<file path="src/logic/txa_pkg.sv">
package txa_pkg;
  // ==========================================================
  // register offsets (byte addresses on the plain port)
  localparam logic [7:0] TXA_ADDR_RAW_WORD   = 8'h00;
  localparam logic [7:0] TXA_ADDR_DL_PTR     = 8'h04;
  localparam logic [7:0] TXA_ADDR_BASE       = 8'h08;
  localparam logic [7:0] TXA_ADDR_FETCH_CFG  = 8'h0c;
  localparam logic [7:0] TXA_ADDR_STATUS     = 8'h10;
  // ==========================================================
  // widths
  localparam int TXA_AW = 24;
  localparam int TXA_CW = 11;
  // ==========================================================
  // texel-fetch config fields
  localparam int TXA_CFG_WLO    = 0;
  localparam int TXA_CFG_WMID   = 3;
  localparam int TXA_CFG_WHIGH  = 6;
  localparam int TXA_CFG_ORIGIN = 9;
  localparam int TXA_CFG_FMT    = 10;
  localparam int TXA_CFG_WRAPW  = 14;
  localparam int TXA_CFG_WRAPH  = 18;
  localparam logic [31:0] TXA_CFG_RESET = 32'h0000_0000;
  // ==========================================================
  // texel formats: bytes-per-texel selector
  typedef enum logic [3:0] {
    TXA_FMT_8BPP  = 4'h0,
    TXA_FMT_16BPP = 4'h1,
    TXA_FMT_32BPP = 4'h2,
    TXA_FMT_YUV   = 4'h3,
    TXA_FMT_CI4   = 4'h4
  } txa_fmt_t;
  typedef enum logic [1:0] {
    TXA_ST_IDLE = 2'b00,
    TXA_ST_ADDR = 2'b01
  } txa_state_t;
endpackage

</file>
<file path="src/logic/txa_texture_address.sv">
// Chosen here: the register addresses and the address-and-strobe port.
module txa_texture_address
  import txa_pkg::*;
(
  // clock and reset
  input  wire  logic                       clk,
  input  wire  logic                       rst,
  // register port
  input  wire  logic [7:0]                 regAddr,
  input  wire  logic [31:0]                regWdata,
  input  wire  logic                       regWr,
  input  wire  logic                       regRd,
  output logic [31:0]                      regRdata,
  // fragment input from scissor/stipple
  input  wire  logic                       fragValid,
  input  wire  logic                       fragPass,
  input  wire  logic [txa_pkg::TXA_CW-1:0] fragS,
  input  wire  logic [txa_pkg::TXA_CW-1:0] fragT,
  // texel read output
  output logic                             texReqValid,
  output logic [txa_pkg::TXA_AW-1:0]       texTexelAddr,
  output logic [txa_pkg::TXA_AW+1:0]       texByteAddr,
  output logic [txa_pkg::TXA_CW-1:0]       texS,
  output logic [txa_pkg::TXA_CW-1:0]       texT,
  output logic [3:0]                       wrapWidthLog,
  output logic [3:0]                       wrapHeightLog,
  // raw memory write
  output logic                             memWrValid,
  output logic [txa_pkg::TXA_AW-1:0]       memWrAddr,
  output logic [31:0]                      memWrData
);
  import txa_pkg::*;

  // ==========================================================
  // registers
  logic [TXA_AW-1:0] dlPtr_q;
  logic [TXA_AW-1:0] base_q;
  logic [31:0]       cfg_q;
  logic [31:0]       rdData_q;
  logic [31:0]       storeCount_q;

  always_ff @(posedge clk or posedge rst) begin
    if (rst) begin
      dlPtr_q <= '0;
    end else if (regWr && regAddr == TXA_ADDR_DL_PTR) begin
      dlPtr_q <= regWdata[TXA_AW-1:0];
    end else if (regWr && regAddr == TXA_ADDR_RAW_WORD) begin
      dlPtr_q <= dlPtr_q + 1'b1;
    end
  end

  always_ff @(posedge clk or posedge rst) begin
    if (rst) begin
      base_q <= '0;
      cfg_q  <= TXA_CFG_RESET;
    end else if (regWr) begin
      if (regAddr == TXA_ADDR_BASE) begin
        base_q <= regWdata[TXA_AW-1:0];
      end
      if (regAddr == TXA_ADDR_FETCH_CFG) begin
        cfg_q <= regWdata;
      end
    end
  end

  // ==========================================================
  // fast download: raw words straight to memory
  // the download never touches cfg_q, base_q or the address pipe
  always_ff @(posedge clk or posedge rst) begin
    if (rst) begin
      memWrValid   <= 1'b0;
      memWrAddr    <= '0;
      memWrData    <= '0;
      storeCount_q <= '0;
    end else begin
      memWrValid <= regWr && regAddr == TXA_ADDR_RAW_WORD;
      if (regWr && regAddr == TXA_ADDR_RAW_WORD) begin
        memWrAddr    <= dlPtr_q;
        memWrData    <= regWdata;
        storeCount_q <= storeCount_q + 1'b1;
      end
    end
  end

  // ==========================================================
  // read port
  always_ff @(posedge clk or posedge rst) begin
    if (rst) begin
      rdData_q <= '0;
    end else if (regRd) begin
      case (regAddr)
        TXA_ADDR_DL_PTR:    rdData_q <= {{(32-TXA_AW){1'b0}}, dlPtr_q};
        TXA_ADDR_BASE:      rdData_q <= {{(32-TXA_AW){1'b0}}, base_q};
        TXA_ADDR_FETCH_CFG: rdData_q <= cfg_q;
        TXA_ADDR_STATUS:    rdData_q <= storeCount_q;
        default:            rdData_q <= '0;
      endcase
    end else begin
      rdData_q <= '0;
    end
  end
  assign regRdata = rdData_q;

  // ==========================================================
  // width decode: three 3-bit codes pick power-of-two terms
  // width = sum of (code==0 ? 0 : 1<<(code+4)) gives widths like 640
  function automatic logic [TXA_AW-1:0] codeTerm(input logic [2:0] c);
    // the shift amount is widened first so codes above 3 do not wrap
    codeTerm = (c == 3'h0) ? '0 : (TXA_AW'(1) << ({1'b0, c} + 4'h4));
  endfunction

  logic [TXA_AW-1:0] mapWidth;
  assign mapWidth = codeTerm(cfg_q[TXA_CFG_WLO+:3])
                  + codeTerm(cfg_q[TXA_CFG_WMID+:3])
                  + codeTerm(cfg_q[TXA_CFG_WHIGH+:3]);

  // wrap sizes are separate fields, never mixed into addressing
  assign wrapWidthLog  = cfg_q[TXA_CFG_WRAPW+:4];
  assign wrapHeightLog = cfg_q[TXA_CFG_WRAPH+:4];

  // ==========================================================
  // address stage
  txa_fmt_t          fmt;
  logic [1:0]        byteShift;
  logic              ci4;
  logic [TXA_AW-1:0] rowOffset;
  logic [TXA_AW-1:0] texelAddr;

  assign fmt = txa_fmt_t'(cfg_q[TXA_CFG_FMT+:4]);

  // ci4 packs two texels per byte, so the byte address halves instead
  always_comb begin
    byteShift = 2'd0;
    ci4       = 1'b0;
    case (fmt)
      TXA_FMT_8BPP:  byteShift = 2'd0;
      TXA_FMT_16BPP: byteShift = 2'd1;
      TXA_FMT_YUV:   byteShift = 2'd1;
      TXA_FMT_32BPP: byteShift = 2'd2;
      TXA_FMT_CI4:   ci4 = 1'b1;
      default:       byteShift = 2'd0;
    endcase
  end

  assign rowOffset = TXA_AW'(fragT * mapWidth);
  assign texelAddr = cfg_q[TXA_CFG_ORIGIN]
                   ? base_q + rowOffset + TXA_AW'(fragS)
                   : base_q - rowOffset + TXA_AW'(fragS);

  always_ff @(posedge clk or posedge rst) begin
    if (rst) begin
      texReqValid  <= 1'b0;
      texTexelAddr <= '0;
      texByteAddr  <= '0;
      texS         <= '0;
      texT         <= '0;
    end else begin
      texReqValid <= fragValid && fragPass;
      if (fragValid && fragPass) begin
        texTexelAddr <= texelAddr;
        texS         <= fragS;
        texT         <= fragT;
        texByteAddr  <= ci4 ? {3'b000, texelAddr[TXA_AW-1:1]}
                            : ({2'b00, texelAddr} << byteShift);
      end
    end
  end
endmodule

</file>
<file path="config.mk">
export PLATFORM = sky130hd
export DESIGN_NAME = txa_texture_address
export DESIGN_NICKNAME = d
export VERILOG_FILES = /design/src/logic/txa_pkg.sv /design/src/logic/txa_texture_address.sv
export SDC_FILE = /design/constraint.sdc
export NUM_CORES = 1
export LEC_CHECK = 0
export BUFFER_PORTS_ARGS = -buffer_cell sky130_fd_sc_hd__buf_2
export CORE_AREA = 2 2 224 226
export CTS_CLUSTER_DIAMETER = 30
export CTS_CLUSTER_SIZE = 28
export DETAILED_ROUTE_END_ITERATION = 8
export DIE_AREA = 0 0 226 228
export MAX_ROUTING_LAYER = met4
export PLACE_DENSITY = 0.73
export SETUP_SLACK_MARGIN = 0.3
export SLEW_MARGIN = 30
export SYNTH_ARGS = -nofsm -noshare
export SYNTH_HDL_FRONTEND = slang
export SYNTH_SLANG_ARGS = --single-unit
export TNS_END_PERCENT = 10
</file>
<file path="constraint.sdc">
create_clock -name clk -period 10.3 [get_ports clk]
set_clock_uncertainty 0.15 [all_clocks]
set_input_delay 0.515 -clock clk [delete_from_list [all_inputs] [get_ports clk]]
set_output_delay 0.515 -clock clk [all_outputs]
set_load 0.02 [all_outputs]
</file>
# Word-level counts from Yosys, hierarchy flattened
# Cells that the tools add are included.
[classes] addsub=11 n_mul=1 n_eq_ne=8 shift=4 muxes=11 n_reduce_logical=11
[ops] op="$mux W24" n=6
[ops] op="$pmux W32 S4" n=1
[ops] op="$add A24 B24 Y24" n=3
[ops] op="$shl A1 B4 Y24 const A" n=3
[ops] op="$add A24 B11 Y24" n=2
[ops] op="$add A32 B1 Y32 const B" n=1
[ops] op="$mux W32" n=1
[ops] op="$mux W26" n=1
[ops] op="$shl A24 B2 Y26" n=1
[ops] op="$add A24 B1 Y24 const B" n=1
[ops] op="$mul A11 B24 Y24" n=1
[ops] op="$sub A24 B24 Y24" n=1
[ops] op="$eq A8 B4 Y1 const B" n=2
[ops] op="$add A3 B3 Y4 const B" n=3
[ops] op="$logic_not A3 Y1" n=3
[ops] op="$eq A4 B2 Y1 const B" n=2
[ops] op="$eq A8 B3 Y1 const B" n=1
[ops] op="$eq A8 B5 Y1 const B" n=1
[ops] op="$logic_not A8 Y1" n=1
[ops] op="$eq A4 B1 Y1 const B" n=1
[ops] op="$eq A4 B3 Y1 const B" n=1
[ops] op="$pmux W2 S2" n=1
[ops] op="$reduce_and A2 Y1" n=2
[ops] op="$logic_and A1 B1 Y1" n=3
[ops] op="other kinds (3)" n=3
[word_totals] register_bits=274 out_inout_bits=170

# Depth between registers and ports, before layout
# Gate-level depths: netlist of the first run.
[depth] word_depth=11 ltp_mapped=45 mapped_depth_nobuf=44

# Least setup slack after synthesis of the first run
# OpenSTA, ideal clock, no wires.
[synth_path] path_type="register -> register" from="register cfg_q[6]" to="register texByteAddr[23] in the netlist's numbering" setup_ps=136 arrival_time_ps=9376 required_ps=10014 setup_slack_ps=638 path_stages_with_launch=41 period_less_slack_ps=9662 path_cell_list="dfrtp_1 > or3b_2 > fa_1 > inv_1 > ha_1 > or3_1 > o211ai_1 > nand2_1 > xor2_1 > clkbuf_1 > nand2_1 > fa_1 > fa_1 > inv_1 > fa_1 > fa_1 > inv_1 > fa_1 > [5 not listed] > and2_1 > o21ai_0 > nand2b_1 > a21o_1 > a21o_1 > xor2_1 > ha_1 > inv_1 > ha_1 > a21oi_1 > o21ai_0 > and2_1 > o31ai_1 > mux2i_1 > o311ai_0 > o2bb2ai_1 > mux2i_1 > o41ai_2"
[synth_between] elab_chain_len=10 word_cells_on_any_way=13 classes_between="6 x add/sub; 1 x mul; 2 x shift; 3 x mux; 1 x reduce/logical"
[synth_lines] element="from (decl)" line="txa_texture_address.sv:38" rtl="logic [31:0] cfg_q;"
[synth_lines] element="from (signal assigned)" line="txa_texture_address.sv:61" rtl="cfg_q <= regWdata;"
[synth_lines] element="$add A3 B3 Y4" line="txa_texture_address.sv:109" rtl="codeTerm = (c == 3'h0) ? '0 : (TXA_AW'(1) << ({1'b0, c} + 4'h4));"
[synth_lines] element="$shl A1 B4 Y24" line="txa_texture_address.sv:109"
[synth_lines] element="$mux W24 (*)" line="txa_texture_address.sv:109"
[synth_lines] element="$add A24 B24 Y24 (*)" line="txa_texture_address.sv:115" rtl="+ codeTerm(cfg_q[TXA_CFG_WHIGH+:3]);"
[synth_lines] element="$mul A11 B24 Y24 (*)" line="txa_texture_address.sv:145" rtl="assign rowOffset = TXA_AW'(fragT * mapWidth);"
[synth_lines] element="$sub A24 B24 Y24 or $add A24 B24 Y24 (tied branches)" line="txa_texture_address.sv:148, txa_texture_address.sv:147"
[synth_lines] element="$add A24 B11 Y24 (on tied branches)" line="txa_texture_address.sv:148, txa_texture_address.sv:147"
[synth_lines] element="$mux W24 (*)" line="txa_texture_address.sv:147" rtl="? base_q + rowOffset + TXA_AW'(fragS)"
[synth_lines] element="$shl A24 B2 Y26 (*)" line="txa_texture_address.sv:164" rtl=": ({2'b00, texelAddr} << byteShift);"
[synth_lines] element="$mux W26 (*)" line="txa_texture_address.sv:163" rtl="texByteAddr <= ci4 ? {3'b000, texelAddr[TXA_AW-1:1]}"
[synth_lines] element="to (signal assigned)" line="txa_texture_address.sv:163"
[synth_lines] element="to (decl)" line="txa_texture_address.sv:22" rtl="output logic [txa_pkg::TXA_AW+1:0] texByteAddr,"
# Every way passes the cells marked *; elsewhere a longest branch is shown, timed or not.
# A chain may end at the register's enable or synchronous reset.

# Worst setup path in the final report of the first run
[layout_path] from="register cfg_q[6]" to="register texByteAddr[22] in the netlist's numbering"
[layout_between] elab_chain_len=10 word_cells_on_any_way=13 classes_between="6 x add/sub; 1 x mul; 2 x shift; 3 x mux; 1 x reduce/logical"
[layout_lines] element="$add A3 B3 Y4" line="txa_texture_address.sv:109"
[layout_lines] element="$shl A1 B4 Y24" line="txa_texture_address.sv:109"
[layout_lines] element="$mux W24 (*)" line="txa_texture_address.sv:109"
[layout_lines] element="$add A24 B24 Y24 (*)" line="txa_texture_address.sv:115"
[layout_lines] element="$mul A11 B24 Y24 (*)" line="txa_texture_address.sv:145"
[layout_lines] element="$sub A24 B24 Y24 or $add A24 B24 Y24 (tied branches)" line="txa_texture_address.sv:148, txa_texture_address.sv:147"
[layout_lines] element="$add A24 B11 Y24 (on tied branches)" line="txa_texture_address.sv:148, txa_texture_address.sv:147"
[layout_lines] element="$mux W24 (*)" line="txa_texture_address.sv:147"
[layout_lines] element="$shl A24 B2 Y26" line="txa_texture_address.sv:164"
[layout_lines] element="$mux W26 (*)" line="txa_texture_address.sv:163"
# Marks and branches as above.

==> metrics, run 1 <==
status complete, no violations; top post-synthesis cells by area dfrtp_1 (31%), fa_1 (16%), nand2_1 (7.7%); number of synthesized flops with an enable pin 0; share of synthesized flip-flops with an asynchronous set or reset 100.0%; number of nets in the final layout 3040; compound-gate portion of the synthesized area 11.89%; area share of the leading cell type in the synthesized netlist 31.31%; fraction of synthesized cell area in xor and xnor cells 4.485%; DIE WIDTH 226 um; standard cell with the maximum stage delay on the critical path fa_1; CP Capture Type flip-flop; Simple-Gate Fraction of Synth Area 17.04%; flop and latch count out of synthesis 274; prevailing post-synth register cell dfrtp_1; die area 51530 um^2; number of different library cells in the post-synthesis netlist 73; total number of yosys warnings 0; Max Clk Rate 103.0 MHz; fraction of final layout cells with drive strength greater than 1 19.89%; Critical Path Fanout Max 7; HPWL Detailed 46080 um; number of failing setup endpoints in the final timing report 0; netlist area before placement 21900 um^2; number of antenna violations at the first check in global routing 2; cell at the root of the clock tree clkbuf_16; Worst Setup Slack post-DPL roughly 0.075 ns; GR Overflow Total 0; total vias in the final route ~18000; final cell count without fillers 3384; sequential-to-total area share from yosys stat about 31%; Area Growth Syn to Fin 19.86%; main combinational cell family by area after synthesis adder cells; Max-Slew Margin vs Limit 35.05%; setup slack after layout 0.5942 ns; deepest clock path buffer count 3; clk_lat worst skew 0.60 ns; global-route wire length before repair 101100 um; 1st-iter DRT viols roughly 1700; sum of negative setup slack 0 ns; count of TritonRoute iterations in the first routing pass 9; startpoint class of the critical path flip-flop; fin crit period 9.706 ns; via density per instance 5.440; I/O pin total 238; cell count after synthesis 2398; count of nets left with antenna violations after detail routing 0; largest net degree at the start of global routing 137; Buffers on Ports ~240; total CTS buffers 55; crit path DAT between 10 and 15 ns; effective utilization at floorplan between 40% and 50%; final core utilization between 50% and 60%; Max Slew Vio Count 0; Die Y 228 um; Sinks on Clock Net roughly 270; peak per-stage delay on the critical path 0.61 ns; most repeated library cell on the critical path fa_1; Fin. Hold Viols 0; kind of path behind the tightest hold check in2reg; global-route usage over all layers 25.16%; via count of the first global-routing pass 19072; worst slew pin tran slightly below 1 ns; Clock Pin Slew Worst Setup and Hold Paths approximately 0.05 ns; Setup CP Type reg2reg; RSZ-0062 raised after global routing yes; cell type with the largest total area after synthesis dfrtp_1; average routed wire per standard cell 18.29 um; average instance area after synthesis 9.131 um^2; DRC 0; Crit path required time 10.68 ns; Post-Synth Adder-Cell Area 23.60%; final weighted congestion of routability-driven global placement 0.8898; number of max-cap violations 0; ratio of final minimum period to clock period between 90% and 100%; number of cell rows 82; final wirelength a little over 60000 um; total placed cells including tap cells 3258; Filler cells 4441; share of synthesized area spent on multiplexers 4.611%; Clock H-tree levels 2; Floorplan Core Area 49350 um^2; TritonCTS clock tree done
worst paths after layout:
check                                          from  slack [ns]                      endpoint  depth (start not counted)
max in group asynchronous                       rst        8.16  storeCount_q[21]$_DFFE_PP0P_                          4
min in group asynchronous                       rst        0.39        regRdata[10]$_DFF_PP0_                          3
max reg2reg                    cfg_q[6]$_DFFE_PP0P_        0.59   texByteAddr[22]$_DFFE_PP0P_                         35
max                            cfg_q[6]$_DFFE_PP0P_        0.59   texByteAddr[22]$_DFFE_PP0P_                         35
min reg2reg                memWrData[0]$_DFFE_PP0P_        0.32      memWrData[0]$_DFFE_PP0P_                          2
min                                    regWdata[26]        0.03     memWrData[26]$_DFFE_PP0P_                          3
synth_stat cells, drive strengths merged, types with 16 or more instances:
master / instances
nand3: 30
nor2: 119
fa: 175
o21ai: 110
and3: 18
nand2: 451
clkbuf: 90
a222oi: 25
a21oi: 78
dfrtp: 274
xor2: 44
nand2b: 18
ha: 133
and2: 94
nand4: 16
mux2: 79
nor2b: 21
nor3: 17
a21o: 22
buf: 23
xnor2: 62
inv: 289
cell type report:
class | count | area [um^2] | share of cell area (%)
Antenna cell | 2 | 5.005 | 0.01907
Clock buffer | 62 | 1453 | 5.535
Clock inverter | 41 | 470.5 | 1.792
Inverter | 289 | 1097 | 4.181
Multi-Input combinational cell | 1747 | 13860 | 52.80
Sequential cell | 274 | 6857 | 26.12
Tap cell | 672 | 840.8 | 3.204
Timing Repair Buffer | 297 | 1665 | 6.345
state kept, by name, indices dropped and copies added, names as in the netlist:
name          count
cfg_q            32
memWrData        32
regRdata         32
storeCount_q     32
texByteAddr      26
base_q           24
dlPtr_q          24
memWrAddr        24
texTexelAddr     24
texS             11
texT             11
memWrValid        1
texReqValid       1
routing by layer:
| metal | track usage (%) | up-vias | wire [um] | part of all wire [%] |
|---|---|---|---|---|
| met5 | - | - | 0 | 0 |
| met4 | 6.271 | 0 | 1095 | 1.8 |
| met3 | 4.611 | 95 | 4538 | 7.3 |
| met2 | 40.69 | 731 | 30380 | 49 |
| met1 | 32.65 | 9162 | 25870 | 42 |
| li1 | - | 8421 | - | - |
cell families (layout without fill, tap and decap cells):
group,Yosys count,in the layout
simple gates,825,825
xor+xnor,108,108
flops,274,274
compound gates,388,388
other cells,2,29
fa+ha+maj,308,308
buf+inv,402,689
mux,91,91
repair_timing:
action,in CTS,in global routing
buffers inserted,0,13
gates cloned,0,1
gates resized for setup,4,49
endpoints found under the setup margin,7,18
hold buffers,6,1
hold endpoints to repair,6,112
pin swaps,1,23
worst max-delay path, delay by kind of cell, from the launching register on:
kind / cells / cell delay [ns]
XOR/XNOR: 3 / 0.66
AND/OR/NAND/NOR: 5 / 1.15
adder cells (fa/ha/maj): 10 / 4.27
flip-flops: 1 / 0.37
AO/OA/AOI/OAI: 12 / 2.49
buffers and inverters: 5 / 0.52
per-stage QoR:
stage / instance area [um^2] / hold slack (ns)
3_3_place_gp: 23900 / 0.3028
6_report: 26250 / 0.03004
4_1_cts: 25910 / 0.003240
5_1_grt: 26250 / 0.02665
2_1_floorplan: 21990 / 0.2957
3_5_place_dp: 23910 / 0.3076
cell usage in the layout (no fill, tap or decap), types with 14 or more instances in the layout:
cell	n
nor3_1	14
inv_1	286
clkbuf_16	55
ha_1	126
a31oi_1	15
nand2_1	449
buf_2	237
mux2_2	79
and2_1	92
nor2b_1	21
and3_1	18
o21ai_0	100
conb_1	27
xnor2_1	59
nand2b_1	18
a222oi_1	25
a21o_1	22
a21oi_1	69
fa_1	175
clkinv_4	15
nand3_1	29
nor2_1	118
xor2_1	42
nand4_1	16
buf_4	50
dfrtp_1	274
Power of run 1 is left out: the tool's default activity adds up to more than one toggle a clock period on the data nets, which glitch-free logic cannot reach.
==> run 2: changes to the inputs <==
--- a/config.mk
+++ b/config.mk
@@ -11,7 +11,6 @@
 export CTS_CLUSTER_SIZE = 28
 export DETAILED_ROUTE_END_ITERATION = 8
 export DIE_AREA = 0 0 226 228
-export MAX_ROUTING_LAYER = met4
 export PLACE_DENSITY = 0.73
 export SETUP_SLACK_MARGIN = 0.3
 export SLEW_MARGIN = 30
==> run 2 against run 1 <==
  * Via count down 0.86%
  * Final cell count about the same
  * Design area about the same
  * Flip-flop and latch count unchanged
  * Critical path depth up 5
==> metrics, run 2 (synthesis gave the netlist of run 1 again) <==
Buffers on Ports 237; Finished Cell Area 26250 um^2; Setup CP Type reg2reg; DIE WIDTH 226 um; Sinks on Clock Net 274; fin crit period 9.623 ns; Max-Slew Margin vs Limit between 30% and 40%; largest net degree at the start of global routing around 150; number of cell rows 82; kind of path behind the tightest hold check in2reg; number of failing setup endpoints in the final timing report 0; startpoint class of the critical path flip-flop; deepest clock path buffer count 3; Critical Path Fanout Max 8; Clock H-tree levels 2; DRC 0; Max Slew Vio Count 0; GR Overflow Total 0; number of antenna violations at the first check in global routing 2; ratio of final minimum period to clock period 93.42%; total vias in the final route approximately 18000; I/O pin total 238; cell at the root of the clock tree clkbuf_16; crit path DAT approximately 10 ns; status complete, no violations; global-route wire length before repair ~100000 um; peak per-stage delay on the critical path 0.54 ns; Area Growth Syn to Fin 19.90%; commonest cells after routing, fill and taps aside nand2_1 (448), inv_1 (286), dfrtp_1 (274); count of nets left with antenna violations after detail routing 0; final weighted congestion of routability-driven global placement 0.8878; fraction of final layout cells with drive strength greater than 1 19.66%; number of max-cap violations 0; Crit path required time 10.66 ns; worst slew pin tran 0.9805 ns; Fin. Hold Viols 0; number of nets in the final layout 3044; Max Clk Rate just over 100 MHz; average routed wire per standard cell approximately 18 um; final wirelength a little over 60000 um; Filler cells 4367; clk_lat worst skew around 0.60 ns; Clock Pin Slew Worst Setup and Hold Paths approximately 0.050 ns; via density per instance 5.395; global-route usage over all layers 23.79%; post-placement cell area between 20000 and 25000 um^2; total CTS buffers 54; Inserted Diodes 0; effective utilization at floorplan 44.37%; Die Y 228 um; Floorplan Core Area ~49000 um^2; sum of negative setup slack 0 ns; TritonCTS clock tree done; count of TritonRoute iterations in the first routing pass 6; CP Capture Type flip-flop; 1st-iter DRT viols 1549; most repeated library cell on the critical path fa_1; die area just over 50000 um^2; RSZ-0062 raised after global routing no; HPWL Detailed 45750 um; standard cell with the maximum stage delay on the critical path fa_1; worst hold slack after final layout approximately 0.033 ns; via count of the first global-routing pass 18511; commonest non-fill, non-tap cell in the layout nand2_1
==> run 2: path summary, 6_finish.rpt <==
path | from | to | slack, ns | cells after the start
worst max-delay path | cfg_q[7]$_DFFE_PP0P_ | texByteAddr[22]$_DFFE_PP0P_ | 0.68 | 40
worst min-delay path | regWdata[20] | memWrData[20]$_DFFE_PP0P_ | 0.03 | 3
worst max register to register | cfg_q[7]$_DFFE_PP0P_ | texByteAddr[22]$_DFFE_PP0P_ | 0.68 | 40
worst min register to register | texT[0]$_DFFE_PP0P_ | texT[0]$_DFFE_PP0P_ | 0.32 | 2
max in group asynchronous | rst | memWrAddr[22]$_DFFE_PP0P_ | 8.40 | 4
min in group asynchronous | rst | memWrData[12]$_DFFE_PP0P_ | 0.36 | 3
==> run 2: worst max-delay path, delay by kind of cell (launching register included) <==
kind,cells,cell delay (ns)
adders and majority gates,10,4.17
AOI/OAI and AO/OA,15,2.55
and+or+nand+nor,7,1.30
buffers and inverters,6,0.58
xor gates and xnor gates,2,0.40
DFF,1,0.39
==> run 2: per-stage QoR <==
| stage | setup WS (ns) | utilization, % | std cells |
|---|---|---|---|
| 2_1_floorplan | 0.6384 | - | 2423 |
| 3_3_place_gp | 0.3196 | 48.42 | 3257 |
| 3_5_place_dp | 0.1215 | 48.43 | 3257 |
| 4_1_cts | 0.1913 | 52.40 | 3364 |
| 5_1_grt | 0.2601 | 53.20 | 3383 |
| 6_report | 0.6774 | 53.20 | 3383 |
==> run 2: layer usage <==
metal	vias up	share of wire [%]	global-route usage, %
met5	-	0.031	0
met4	4	1.9	5.546
met3	104	7.5	5.075
met2	684	49	39.10
met1	9063	42	32.16
li1	8396	-	-
==> run 2: area by class of cell <==
| class | count | area [um^2] | area share (%) |
|---|---|---|---|
| Clock buffer | 66 | 1456 | 5.547 |
| Multi-Input combinational cell | 1747 | 13870 | 52.84 |
| Clock inverter | 33 | 415.4 | 1.582 |
| Sequential cell | 274 | 6857 | 26.12 |
| Timing Repair Buffer | 302 | 1715 | 6.534 |
| Tap cell | 672 | 840.8 | 3.203 |
| Inverter | 289 | 1097 | 4.180 |
==> run 2: timing repair <==
item,in CTS,in global routing
hold buffers,8,1
endpoints found under the hold margin,8,68
gates resized for setup,2,48
buffers inserted,0,16
gates cloned,0,2
pin swaps,1,21
endpoints found under the setup margin,7,19
Power of run 2 is left out for the same reason.
